**src/rotu_cfg.svh**
```systemverilog
// Purpose : named constants for the rotate unit
// Assumes : included by its bare name
// Notes   : definitions only
`ifndef ROTU_CFG_SVH
`define ROTU_CFG_SVH

`define ROTU_DATA_W   16
`define ROTU_MSB8     3'd7
`define ROTU_MSB16    4'd15
`define ROTU_NIB_W    4
`define ROTU_BYTE_W   8
`define ROTU_LSB      0
`define ROTU_W_BIT    3'd0
`define ROTU_CNT_W    8
`define ROTU_CNT_ONE  8'h01
`define ROTU_CNT_ZERO 8'h00

`endif

```
**src/rotu_pkg.sv**
```systemverilog
// Purpose : types shared by the rotate unit files
// Assumes : nothing
// Notes   : operation and count source encodings are internal
package rotu_pkg;

   typedef enum logic [1:0] {
      ROTU_OP_ROL,
      ROTU_OP_ROTATE_LEFT_THROUGH_CARRY_OP,
      ROTU_OP_ROR,
      ROTU_OP_NIB
   } rotu_op_e;

   typedef enum logic [1:0] {
      ROTU_SRC_ONE,
      ROTU_SRC_CNT_LOW,
      ROTU_SRC_IMM
   } rotu_src_e;

endpackage

```
**src/rotu_core.sv**
```systemverilog
// Purpose : rotate group datapath and flags, one rotate step per clock
// Assumes : requests come from the execute stage on the same clock
// Notes   : count of zero finishes at once with operand and carry unchanged
//
// How it works
// - a left rotate moves bit 7 or 15 into bit 0 and shifts the rest up one.
// - a left rotate also copies the wrapped top bit into the carry flag.
// - with the low count register or an immediate as source the left rotate step repeats that many times.
// - for the implied count of one (source ROTU_SRC_ONE) the msb change flag is set when the top bit changes and cleared otherwise; any other source clears it.
// - a rotate left through carry loads carry with the top bit on each step.
// - a rotate left through carry puts the old carry into bit 0 on each step.
// - a multi-bit rotate left through carry repeats its step as many times as the count says.
// - a right rotate moves bit 0 into bit 7 or 15 and shifts the rest down one.
// - a right rotate also copies the bit leaving bit 0 into carry.
// - a multi-bit right rotate repeats its step as many times as the count says.
// - the nibble rotate moves dst low to dst high, dst high to accumulator low nibble, accumulator low nibble to dst low.
// - after a nibble rotate the upper nibble of the accumulator lower byte is undefined.
`timescale 1ns/1ns
`include "rotu_cfg.svh"
module rotu_core
   import rotu_pkg::*;
#(
   parameter int DATA_W = `ROTU_DATA_W
)(
   input  wire logic                    sys_clk_i,
   input  wire logic                    sys_rst_i,
   input  wire logic                    start_i,
   input  wire rotu_op_e                op_i,
   input  wire rotu_src_e               count_src_i,
   input  wire logic [7:0]              opcode_byte_i,
   input  wire logic [`ROTU_CNT_W-1:0]  count_register_low_i,
   input  wire logic [`ROTU_CNT_W-1:0]  imm8_i,
   input  wire logic [DATA_W-1:0]       dst_i,
   input  wire logic [7:0]              accumulator_lower_i,
   input  wire logic                    carry_flag_i,
   output logic                         busy_o,
   output logic                         done_o,
   output logic      [DATA_W-1:0]       result_o,
   output logic      [7:0]              accumulator_lower_o,
   output logic                         carry_flag_o,
   output logic                         msb_change_flag_o,
   output logic                         msb_change_valid_o
);

   // ****************************************************************
   // elaboration check
   // ****************************************************************
   if (DATA_W != `ROTU_DATA_W) begin : g_bad_width
      $error("rotu_core: only a 16 bit datapath is supported");
   end

   // ****************************************************************
   // state
   // ****************************************************************
   typedef enum logic {
      ROTU_ST_IDLE,
      ROTU_ST_RUN
   } rotu_state_e;

   rotu_state_e                 state_q,  state_d;
   rotu_op_e                    op_q,     op_d;
   logic                        wide_q,   wide_d;
   logic                        single_q, single_d;
   logic [`ROTU_CNT_W-1:0]      cnt_q,    cnt_d;
   logic [DATA_W-1:0]           data_q,   data_d;
   logic [7:0]                  acc_q,    acc_d;
   logic                        carry_q,  carry_d;
   logic                        done_q,   done_d;
   logic                        vflag_q,  vflag_d;
   logic                        vvalid_q, vvalid_d;
   logic                        busy_q,   busy_d;

   logic [DATA_W-1:0]           step_data;
   logic                        step_carry;
   logic [`ROTU_CNT_W-1:0]      req_cnt;
   logic                        req_wide;
   logic                        msb_now;
   logic                        msb_next;

   rotu_step u_step (
      .op_i    (op_q),
      .wide_i  (wide_q),
      .data_i  (data_q),
      .carry_i (carry_q),
      .data_o  (step_data),
      .carry_o (step_carry)
   );

   // ****************************************************************
   // next state
   // ****************************************************************
   always_comb begin
      req_wide = opcode_byte_i[`ROTU_W_BIT];
      unique case (count_src_i)
         ROTU_SRC_CNT_LOW: req_cnt = count_register_low_i;
         ROTU_SRC_IMM:     req_cnt = imm8_i;
         default:          req_cnt = `ROTU_CNT_ONE;
      endcase
      msb_now  = wide_q ? data_q[`ROTU_MSB16]    : data_q[`ROTU_MSB8];
      msb_next = wide_q ? step_data[`ROTU_MSB16] : step_data[`ROTU_MSB8];

      state_d  = state_q;
      op_d     = op_q;
      wide_d   = wide_q;
      single_d = single_q;
      cnt_d    = cnt_q;
      data_d   = data_q;
      acc_d    = acc_q;
      carry_d  = carry_q;
      done_d   = 1'b0;
      vflag_d  = vflag_q;
      vvalid_d = vvalid_q;

      unique case (state_q)
         ROTU_ST_IDLE: begin
            if (start_i) begin
               op_d     = op_i;
               wide_d   = req_wide;
               single_d = (count_src_i == ROTU_SRC_ONE);
               cnt_d    = req_cnt;
               data_d   = dst_i;
               acc_d    = accumulator_lower_i;
               carry_d  = carry_flag_i;
               vvalid_d = 1'b0;
               vflag_d  = 1'b0;
               if (op_i == ROTU_OP_NIB) begin
                  // byte operand only; carry untouched
                  data_d = {dst_i[DATA_W-1:`ROTU_BYTE_W], dst_i[`ROTU_NIB_W-1:0],
                            accumulator_lower_i[`ROTU_NIB_W-1:0]};
                  // upper nibble simply kept: software may not rely on it
                  acc_d  = {accumulator_lower_i[7:`ROTU_NIB_W],
                            dst_i[2*`ROTU_NIB_W-1:`ROTU_NIB_W]};
                  done_d = 1'b1;
               end else if (req_cnt == `ROTU_CNT_ZERO) begin
                  done_d = 1'b1;
               end else begin
                  state_d = ROTU_ST_RUN;
               end
            end
         end
         ROTU_ST_RUN: begin
            data_d  = step_data;
            carry_d = step_carry;
            cnt_d   = cnt_q - `ROTU_CNT_ONE;
            if (cnt_q == `ROTU_CNT_ONE) begin
               state_d  = ROTU_ST_IDLE;
               done_d   = 1'b1;
               vvalid_d = single_q;
               vflag_d  = single_q & (msb_now ^ msb_next);
            end
         end
      endcase
      // registered copy so the busy output comes straight from a flop
      busy_d = (state_d == ROTU_ST_RUN);
   end

   // ****************************************************************
   // registers
   // ****************************************************************
   always_ff @(posedge sys_clk_i) begin
      if (sys_rst_i) begin
         state_q  <= ROTU_ST_IDLE;
         op_q     <= ROTU_OP_ROL;
         wide_q   <= 1'b0;
         single_q <= 1'b0;
         cnt_q    <= `ROTU_CNT_ZERO;
         data_q   <= '0;
         acc_q    <= 8'h00;
         carry_q  <= 1'b0;
         done_q   <= 1'b0;
         vflag_q  <= 1'b0;
         vvalid_q <= 1'b0;
         busy_q   <= 1'b0;
      end else begin
         state_q  <= state_d;
         op_q     <= op_d;
         wide_q   <= wide_d;
         single_q <= single_d;
         cnt_q    <= cnt_d;
         data_q   <= data_d;
         acc_q    <= acc_d;
         carry_q  <= carry_d;
         done_q   <= done_d;
         vflag_q  <= vflag_d;
         vvalid_q <= vvalid_d;
         busy_q   <= busy_d;
      end
   end

   assign busy_o              = busy_q;
   assign done_o              = done_q;
   assign result_o            = data_q;
   assign accumulator_lower_o = acc_q;
   assign carry_flag_o        = carry_q;
   assign msb_change_flag_o   = vflag_q;
   assign msb_change_valid_o  = vvalid_q;
endmodule

```
**src/rotu_step.sv**
```systemverilog
// Purpose : one combinational rotate step for 8 or 16 bit operands
// Assumes : op is one of the three bit rotates; nibble op handled by caller
// Notes   : in 8-bit mode the upper byte passes through untouched
`timescale 1ns/1ns
`include "rotu_cfg.svh"
module rotu_step
   import rotu_pkg::*;
(
   input  wire rotu_op_e                  op_i,
   input  wire logic                      wide_i,
   input  wire logic [`ROTU_DATA_W-1:0]   data_i,
   input  wire logic                      carry_i,
   output logic      [`ROTU_DATA_W-1:0]   data_o,
   output logic                           carry_o
);

   logic msb;
   logic lsb;

   always_comb begin
      msb     = wide_i ? data_i[`ROTU_MSB16] : data_i[`ROTU_MSB8];
      lsb     = data_i[`ROTU_LSB];
      data_o  = data_i;
      carry_o = carry_i;
      unique case (op_i)
         ROTU_OP_ROL: begin
            data_o  = {data_i[`ROTU_DATA_W-2:0], msb};
            carry_o = msb;
         end
         ROTU_OP_ROTATE_LEFT_THROUGH_CARRY_OP: begin
            data_o  = {data_i[`ROTU_DATA_W-2:0], carry_i};
            carry_o = msb;
         end
         ROTU_OP_ROR: begin
            data_o  = {lsb, data_i[`ROTU_DATA_W-1:1]};
            if (!wide_i) begin
               data_o[`ROTU_DATA_W-1:`ROTU_BYTE_W] = data_i[`ROTU_DATA_W-1:`ROTU_BYTE_W];
               data_o[`ROTU_MSB8]                  = lsb;
            end
            carry_o = lsb;
         end
         ROTU_OP_NIB: begin
            data_o  = data_i;
            carry_o = carry_i;
         end
      endcase
      // keep the upper byte for left rotates of a byte operand
      if (!wide_i && op_i != ROTU_OP_ROR) begin
         data_o[`ROTU_DATA_W-1:`ROTU_BYTE_W] = data_i[`ROTU_DATA_W-1:`ROTU_BYTE_W];
      end
   end

endmodule

```
**config.mk**
```make
export PLATFORM = sky130hd
export DESIGN_NAME = rotu_core
export DESIGN_NICKNAME = d
export VERILOG_FILES = /design/src/rotu_pkg.sv /design/src/rotu_core.sv /design/src/rotu_step.sv
export VERILOG_INCLUDE_DIRS = /design/src
export SDC_FILE = /design/constraint.sdc
export NUM_CORES = 1
export LEC_CHECK = 0
export ABC_AREA = 1
export ABC_CLOCK_PERIOD_IN_PS = 1600
export BUFFER_PORTS_ARGS = -buffer_cell sky130_fd_sc_hd__clkbuf_2
export CAP_MARGIN = 0
export CORE_MARGIN = 4
export CORE_UTILIZATION = 46
export DETAILED_ROUTE_END_ITERATION = 16
export PLACE_DENSITY = 0.76
export SETUP_SLACK_MARGIN = 0.05
export SYNTH_ARGS = -nofsm -noshare
export SYNTH_HDL_FRONTEND = slang
export SYNTH_HIERARCHICAL = 1
export SYNTH_SLANG_ARGS = --single-unit
```
**constraint.sdc**
```tcl
create_clock -name sys_clk_i -period 1.6 [get_ports sys_clk_i]
set_clock_uncertainty 0.15 [all_clocks]
set_input_delay 0.16 -clock sys_clk_i [delete_from_list [all_inputs] [get_ports sys_clk_i]]
set_output_delay 0.16 -clock sys_clk_i [all_outputs]
set_load 0.03 [all_outputs]
```
==> out/results.ini, run 1 <==
[power_and_ir_drop]
p_leak_nw = 1.76
power_density_nw_per_um2 = 910
peakVddDrop_v = 0.000562

[clock_network]
cts_buffers = 5
h-tree-depth = 2
clkTransAtPathRegs_ps = 90
cts_buffer_depth = 2
cts_setup_buffers = 0
cts_tree = yes
root_buffer = clkbuf_8
cts_sinks = 41
clk_latency_ps = 300

[synthesis]
syn_inst = 426
yosys.area_share.adder_pct = 2.39
ys_async_sr_fraction_pct = 0
synth_warnings = 6
yosys.area_share.simple_pct = 37.3
yosys-mux-area-fraction_pct = 0
ys_ff_latch = 41
synth_top_family_by_area = simple AND/OR/NAND/NOR gates
synthXorXnorAreaFrac_pct = 1.01
synth_compound_area_share_pct = 16.3
avgSynthCellArea_sq_um = 6.14
seq_area_frac_synth_pct = 31.4
syn_nets = 487
ys_types = 32
synth_edf_count = 0
syn_area_sq_um = 2610
synthFlopType = dfxtp_1

[place]
place_area_sq_um = 3090
hpwlAfterDp_microns = 5200
routabilityCongestion = 0.898
port_buffers = 77

[floorplan]
core_area_sq_um = 5510
die_h_microns = 83.4
ioPinCount = 85
initial_utilization_pct = 47.5
die_width_microns = 83.4
dieArea_sq_um = 6950
placementRows = 27

[grt]
antenna_found_initial = 0
grtUsageMet3_pct = 3.97
grt_overflow = 0
grt_max_degree = 24
grt_use_met1_pct = 25.8
grt_pass1_wl_microns = 12300
grt_pass1_vias = 2754
grt-busiest-layer = met2
track_usage_pct = 20.7
met2_usage_pct = 36.3

[critical_path]
crit_start = op_q[1]$_SDFFE_PP0P_
r2r_slack_ps = 130
r2r_cells = 9
critPathKind = reg2reg
critPathLaunchType = register
endpoint_kind = register
worstPathRequired_ps = 1690
cp_max_fo = 4
critPathArrivalTime_ps = 1570
timing.rr.start = op_q[1]$_SDFFE_PP0P_

[finish]
layout_common_cells = nand2_1 (156), clkbuf_2 (77), inv_1 (39), dfxtp_1 (36), nand3_1 (35)
drive_gt1_share_pct = 24.6
fin_nets = 581
finalInstanceArea_sq_um = 3390
num-fill-cells = 513
final_common_cell = nand2_1
syn_to_final_growth_pct = 29.8
diodes = 0

[run_status]
violations = hold timing
status = complete, but fails checks

[routing]
dr.first_iter.drc_count = 211
wire_per_inst_microns = 12.3
totalWireLength_microns = 7310
route.detailed.drc = 0
viasPerCell = 5.13
dr.pass1.iters = 5
num_vias = 3045
ant_nets = 0

[timing]
holdWs_ps = -5.71
timing.final.crit_share_pct = 92.0
finalCriticalPeriod_ps = 1470
rsz0062_at_grt = yes
slew_headroom_pct = 79.9
tns_ps = 0
finalHoldViolations = 1
finalMaxSlewViolations = 0
tightest_slew_ps = 302
setup_violations = 0
timing.fmax_ghz = 0.679

[worst_hold_path]
hp-start = dst_i[15]
hp-class = in2reg
min_delay_path_depth = 5

[flow_run]
max-cap-violations = 0

## stage by stage
stage                     setup WS [ps]  hold slack [ps]  util [%]  power (mW)  instances
after floorplan                    73.6              156         -        1.89        426
after global routing            0.00988             6.05      61.6        3.27        593
final                               128            -5.71      61.6        3.09        593
after detailed placement           73.3              268      56.1        2.16        570
after global placement             89.6              259      56.1        2.14        570
after CTS                          52.0           0.0920      61.2        3.08        593
## logic make-up after synthesis
group | after synthesis
AND/OR/NAND/NOR | 234
AO/OA/AOI/OAI | 75
buffers and inverters | 68
flip-flops | 41
adder cells (fa/ha/maj) | 5
XOR/XNOR | 3
## cells in the mapped netlist, types with 2 or more instances
library cell | n | area [sq um]
a31oi_1 | 11 | 68.8
inv_2 | 6 | 22.5
ha_1 | 5 | 62.6
inv_1 | 39 | 146
nor2_1 | 28 | 105
or2_1 | 2 | 12.5
xor2_1 | 2 | 17.5
dfxtp_1 | 41 | 821
o21ai_0 | 23 | 115
a21oi_1 | 26 | 130
o211ai_1 | 3 | 22.5
nand3_1 | 37 | 185
clkbuf_1 | 4 | 15.0
or2_2 | 2 | 12.5
nor2_2 | 2 | 12.5
nand2_1 | 156 | 586
a22oi_1 | 8 | 60.1
o22ai_1 | 2 | 12.5
buf_6 | 3 | 33.8
nand2_2 | 2 | 12.5
buf_2 | 11 | 55.1
buf_1 | 2 | 7.51
buf_4 | 2 | 15.0
## final cells by class
cell class	instances	area, sq um	share of cell area [%]
Multi-Input combinational cell	317	1510	44.6
Tap cell	72	90.1	2.66
Timing Repair Buffer	109	663	19.5
Inverter	46	175	5.16
Clock inverter	2	37.5	1.11
Clock buffer	6	82.6	2.43
Sequential cell	41	830	24.5
## timing repair
| action | 4_1_cts | 5_1_grt |
|---|---|---|
| cloned | 0 | 0 |
| endpoints found under the setup margin | 1 | 9 |
| pin swaps | 0 | 1 |
| resized for setup | 2 | 9 |
| hold buffers | 15 | 0 |
| hold endpoints to repair | 15 | 0 |
## worst paths after layout
check / endpoint
worst max register to register: msb_change_flag_o$_SDFFE_PP0P_
worst min-delay path: result_o[15]$_SDFFE_PP0P_
worst max-delay path: msb_change_flag_o$_SDFFE_PP0P_
worst min register to register: single_q$_SDFFE_PP0P_
## registers in the layout (all words and copies together), names as in the netlist
signal	flops
accumulator_lower_o	8
msb_change_valid_o	1
cnt_q	8
msb_change_flag_o	1
op_q	2
carry_flag_o	1
result_o	16
busy_o	1
single_q	1
wide_q	1
done_o	1
## where the power goes
group | internal, mW | switching, mW | total [mW]
clock | 0.508 | 0.387 | 0.894
sequential | 1.12 | 0.101 | 1.22
combinational | 0.367 | 0.606 | 0.974
total | 1.99 | 1.09 | 3.09
## metal layers
metal	wire length, microns	vias up
li1	-	1550
met1	3220	1371
met2	3500	115
met3	505	9
met4	84	0
met5	0	-
## worst max-delay path: stages (launching register included)
cell	delay [ps]
dfxtp_2	390
nand2_1	100
inv_2	60
nand2_1	70
nand3_2	100
xor2_1	170
nor2_1	50
a21oi_1	140
nand2_1	70
a21oi_1	110
No activity file was read; power rests on OpenSTA's default activity.
==> inputs of run 2 (changes only) <==
RECOVER_POWER = 100   (was not set)
==> out/results.ini, run 2 (synthesis gave the netlist of run 1 again) <==
[power_and_ir_drop]
peakVddDrop_v = 0.000561  ; -0.18%
power_density_nw_per_um2 = 916  ; +0.63%
p_leak_nw = 1.66  ; -5.7%

[routing]
dr.first_iter.drc_count = 208  ; -1.4%
viasPerCell = 5.12  ; -0.30%
wl_met3_microns = 556  ; +10%
num_vias = 3036  ; -0.30%
wire_per_inst_microns = 12.3  ; -0.21%
top_layer = met4
totalWireLength_microns = 7300  ; -0.21%
wl_met1_microns = 3150  ; -2.2%
route.detailed.drc = 0  ; unchanged
dr.pass1.iters = 5  ; unchanged
ant_nets = 0  ; unchanged
dr_wl_met2_microns = 3510  ; +0.31%

[place]
routabilityCongestion = 0.898  ; unchanged
place_area_sq_um = 3090  ; unchanged
hpwlAfterDp_microns = 5200  ; unchanged
port_buffers = 77  ; unchanged

[grt]
antenna_found_initial = 0  ; unchanged
grt_overflow = 0  ; unchanged
grt_max_degree = 24  ; unchanged
grt_pass1_wl_microns = 12300  ; unchanged
grt_pass1_vias = 2754  ; unchanged
track_usage_pct = 20.7  ; unchanged

[timing]
timing.final.crit_share_pct = 93.1  ; +1.1 points
tightest_slew_ps = 386  ; +84.4 ps
setup_violations = 0  ; unchanged
slew_headroom_pct = 74.4  ; -5.5 points
holdWs_ps = -7.21  ; -1.51 ps
rsz0062_at_grt = yes
timing.fmax_ghz = 0.671  ; -1.2%
finalHoldViolations = 2  ; +1
finalCriticalPeriod_ps = 1490  ; +18.1 ps
finalMaxSlewViolations = 0  ; unchanged

[floorplan]
die_h_microns = 83.4  ; unchanged
core_area_sq_um = 5510  ; unchanged
die_width_microns = 83.4  ; unchanged
initial_utilization_pct = 47.5  ; unchanged
placementRows = 27  ; unchanged
ioPinCount = 85  ; unchanged
dieArea_sq_um = 6950  ; unchanged

[critical_path]
cp_num_buf_inv = 2  ; +1
cpMaxStageDelayCell = dfxtp_1
timing.rr.start = op_q[1]$_SDFFE_PP0P_
critPathTopFamily = flip-flops
worstPathRequired_ps = 1290  ; -400 ps
critPathArrivalTime_ps = 1180  ; -390 ps
r2r_cells = 9  ; unchanged
critPathKind = reg2out
worst-path-stages = 2  ; -7
r2r_slack_ps = 110  ; -20 ps
slowest_delay_ps = 460  ; +70 ps
crit_chain = buf_4, clkbuf_2
endpoint_kind = output pin
cp_max_fo = 6  ; +2
critPathLaunchType = register
crit_start = busy_o$_SDFF_PP0_
worstReg2RegEnd = msb_change_flag_o$_SDFFE_PP0P_
crit_path_end = busy_o

[finish]
finalInstanceArea_sq_um = 3340  ; -1.4%
fin_nets = 581  ; unchanged
num-fill-cells = 535  ; +4.3%
largest_reg_flops = 16  ; unchanged
diodes = 0  ; unchanged
fin_util_pct = 60.7  ; -0.86 points
syn_to_final_growth_pct = 28.0
final_common_cell = nand2_1
drive_gt1_share_pct = 18.4  ; -6.1 points
layout_common_cells = nand2_1 (156), clkbuf_2 (49), inv_1 (40), dfxtp_1 (37), nand3_1 (35)

[clock_network]
cts_buffers = 5  ; unchanged
cts_sinks = 41  ; unchanged
root_buffer = clkbuf_8
clkTransAtPathRegs_ps = 80  ; about the same
h-tree-depth = 2  ; unchanged
cts_buffer_depth = 2  ; unchanged
cts_tree = yes
clk_latency_ps = 300  ; about the same

[run_status]
violations = hold timing
status = complete, but fails checks

[flow_run]
max-cap-violations = 0  ; unchanged

[worst_hold_path]
hp-class = in2reg

-- run 2: worst register-to-register path, cell delays in order (launching register included) --
cell and delay (ps):
dfxtp_2 390, nand2_1 110, inv_2 70, nand2_1 70, nand3_2 100, xor2_1 170, nor2_1 50, a21oi_1 140
nand2_1 70, a21oi_1 110
-- run 2: timing repair --
action / CTS / global route
hold buffers: 15 / 0
resized for setup: 2 / 9
buffers inserted: 0 / 0
hold endpoints to repair: 15 / 0
pin swaps: 0 / 1
endpoints found under the setup margin: 1 / 9
-- run 2: area by class of cell --
type / count / area, sq um / area share (%)
well taps: 72 / 90.1 / 2.69
flip-flops and latches: 41 / 828 / 24.8
repair buffers: 109 / 622 / 18.6
clock buffers: 6 / 82.6 / 2.47
inverters: 46 / 175 / 5.24
multi-input cells: 317 / 1510 / 45.1
clock inverters: 2 / 37.5 / 1.12
-- run 2: stage by stage --
stage / worst slack (ps) / std cells / setup TNS, ps / power, mW / hold slack, ps
after floorplan: 73.6 / 426 / 0 / 1.89 / 156
after global placement: 89.6 / 570 / 0 / 2.14 / 259
after detailed placement: 73.3 / 570 / 0 / 2.16 / 268
after CTS: 52.0 / 593 / 0 / 3.08 / 0.0920
after global routing: -5.94 / 593 / -5.94 / 3.25 / 6.05
final: 110 / 593 / 0 / 3.06 / -7.21
-- run 2: how the worst min path moves through the flow --
| stage | start | endpoint | slack (ps) | cells past startpoint |
|---|---|---|---|---|
| after CTS | op_i[0] | op_q[0]$_SDFFE_PP0P_ | 0.09 | 3 |
| after global placement | accumulator_lower_i[4] | accumulator_lower_o[4]$_SDFFE_PP0P_ | 260 | 3 |
| after global routing | accumulator_lower_i[0] | accumulator_lower_o[0]$_SDFFE_PP0P_ | 6 | 3 |
| after floorplan | dst_i[4] | accumulator_lower_o[0]$_SDFFE_PP0P_ | 160 | 2 |
| final | dst_i[15] | result_o[15]$_SDFFE_PP0P_ | -7 | 5 |
| after detailed placement | dst_i[5] | accumulator_lower_o[1]$_SDFFE_PP0P_ | 270 | 3 |
-- run 2: layer usage --
metal	track usage, %	up-vias
li1	-	1552
met1	25.8	1354
met2	36.3	119
met5	0	-
met4	5.79	0
met3	3.97	11
-- run 2: where the power goes --
part           switching, mW  internal, mW
combinational          0.603         0.348
sequential             0.100          1.12
clock                  0.387         0.508
total                   1.09          1.97
==> inputs of run 3 (changes only) <==
ABC_CLOCK_PERIOD_IN_PS = 1250   (was 1600)
BUFFER_PORTS_ARGS = not set   (was -buffer_cell sky130_fd_sc_hd__clkbuf_2)
CORE_UTILIZATION = 57   (was 46)
DONT_BUFFER_PORTS = 1   (was not set)
PLACE_DENSITY = 0.75   (was 0.76)
clock period = 1.25 ns   (was 1.6 ns; I/O delays follow)
==> out/results.ini, run 3 (synthesis gave the netlist of run 1 again) <==
[timing]
fin_ws_ps = -401  ; -511 ps
timing.fmax_ghz = 0.606
holdWs_ps = -283  ; -276 ps
rsz0062_at_grt = yes
finalHoldViolations = 18  ; +16
tightest_slew_ps = 345  ; -40.8 ps
tns_ps = -5680  ; -5680 ps
finalCriticalPeriod_ps = 1650
finalMaxSlewViolations = 0  ; unchanged
timing.final.crit_share_pct = 132
slew_headroom_pct = 77.0  ; +2.6 points
setup_violations = 37  ; +37

[clock_network]
cts_hold_buf = 25  ; +10
root_buffer = clkbuf_8
cts_buffer_depth = 2  ; unchanged
cts_tree = yes
clkTransAtPathRegs_ps = 90  ; about the same
clk_latency_ps = 300  ; about the same
cts_sinks = 41  ; unchanged
h-tree-depth = 2  ; unchanged
cts_buffers = 5  ; unchanged

[routing]
viasPerCell = 6.35  ; +24%
num_vias = 3627  ; +19%
route.detailed.drc = 0  ; unchanged
totalWireLength_microns = 11600  ; +59%
dr.pass1.iters = 8  ; +3
wire_per_inst_microns = 20.3  ; +65%
ant_nets = 0  ; unchanged
dr.first_iter.drc_count = 443  ; +110%

[finish]
final_common_cell = nand2_1
diodes = 0  ; unchanged
drive_gt1_share_pct = 37.6  ; +19 points
finalInstanceArea_sq_um = 4020  ; +20%
fin_cells = 571  ; -3.7%
syn_to_final_growth_pct = 53.7
fin_nets = 580  ; -0.17%
layout_common_cells = nand2_1 (145), buf_4 (39), inv_1 (32), nand3_1 (27), dlygate4sd3_1 (23)
largest_reg_flops = 16  ; unchanged
fin_util_pct = 91.6  ; +31 points

[floorplan]
ioPinCount = 85  ; unchanged
dieArea_sq_um = 5730  ; -18%
initial_utilization_pct = 59.6  ; +12 points
die_width_microns = 75.7  ; -9.2%
core_area_sq_um = 4380  ; -20%
die_h_microns = 75.7  ; -9.2%
placementRows = 24  ; -11%

[critical_path]
timing.rr.start = op_q[1]$_SDFFE_PP0P_
r2r_slack_ps = -400  ; -510 ps
critPathKind = reg2reg
endpoint_kind = register
crit_chain = nand2_2, inv_2, buf_4, buf_12, nand2_1, nand3_1, a22oi_1, nand2_1, nand2_1, inv_1
slowest_delay_ps = 390  ; -70 ps
cpMaxStageDelayCell = dfxtp_4
critPathTopFamily = simple AND/OR/NAND/NOR gates
critPathLaunchType = register
r2r_cells = 10  ; +1
critPathArrivalTime_ps = 1690  ; +510 ps
crit_top_cell = nand2_1
cp_max_fo = 7  ; +1
worstPathRequired_ps = 1290  ; about the same
cp_num_buf_inv = 4  ; +2
worstReg2RegEnd = carry_flag_o$_SDFFE_PP0P_

[grt]
antenna_found_initial = 0  ; unchanged
grt_overflow = 0  ; unchanged
grt_pass1_wl_microns = 14000  ; +14%
track_usage_pct = 31.5  ; +11 points
grt_pass1_vias = 3062  ; +11%
grt_max_degree = 20  ; -17%

[place]
preCtsSetupSlack_ps = -201  ; -274 ps
routabilityCongestion = 0.911  ; +1.5%
dp_cells = 525  ; -7.9%
hpwlAfterDp_microns = 5440  ; +4.6%
place_area_sq_um = 3270  ; +5.8%
port_buffers = 0  ; -100%

[flow_run]
max-cap-violations = 0  ; unchanged

[worst_hold_path]
hp-start = sys_rst_i
whs_endpoint = busy_o$_SDFF_PP0_
min_delay_path_depth = 1  ; -4
hp-class = in2reg

[power_and_ir_drop]
finalPower_mw = 4.41  ; +44%
peakVddDrop_v = 0.00102  ; +83%
p_leak_nw = 1.90  ; +15%
power_density_nw_per_um2 = 1100  ; +20%

[run_status]
violations = hold timing, setup timing
status = complete, but fails checks

[run 3: changes by cell type in the layout (fill, tap and decap cells not counted), moves of 11 or more]
cell / before / now
o21ai_1: 2 / 16
o21ai_0: 22 / 3
buf_4: 15 / 39
dfxtp_2: 3 / 15
dfxtp_1: 37 / 19
clkbuf_1: 29 / 1
nand2_1: 156 / 145
clkbuf_2: 49 / 20
nor2_1: 27 / 14
[run 3: timing repair]
action | 4_1_cts | 5_1_grt
gates cloned | 0 | 0
setup buffers | 6 | 9
hold endpoints to repair | 38 | 18
pin swaps | 23 | 16
setup endpoints to repair | 33 | 47
resized for setup | 51 | 56
[run 3: final cells by class]
type | instances | area [sq um]
sequential | 41 | 866
timing repair buffer | 108 | 957
clock buffer | 7 | 86.3
multi-input combinational | 317 | 1830
tap | 52 | 65.1
fill | 189 | 367
inverter | 46 | 215
[run 3: power by group]
group	switching, mW	internal, mW	leakage [nW]
registers	0.179	1.44	0.348
clock network	0.476	0.439	0.0443
logic	1.09	0.779	1.51
[run 3: layer usage]
metal	vias up	global-route usage, %	wire length, microns
met5	-	0	0
met4	0	11.3	814
met3	99	7.78	1310
met2	337	52.7	5580
met1	1641	39.3	3910
li1	1550	-	-
[run 3: worst max path at each step]
stage | from | end | cells past startpoint
after floorplan | wide_q$_SDFFE_PP0P_ | msb_change_flag_o$_SDFFE_PP0P_ | 10
after global placement | op_q[0]$_SDFFE_PP0P_ | msb_change_flag_o$_SDFFE_PP0P_ | 10
after detailed placement | op_q[0]$_SDFFE_PP0P_ | msb_change_flag_o$_SDFFE_PP0P_ | 10
after CTS | op_q[0]$_SDFFE_PP0P_ | msb_change_flag_o$_SDFFE_PP0P_ | 10
after global routing | op_q[1]$_SDFFE_PP0P_ | carry_flag_o$_SDFFE_PP0P_ | 10
final | op_q[1]$_SDFFE_PP0P_ | carry_flag_o$_SDFFE_PP0P_ | 10
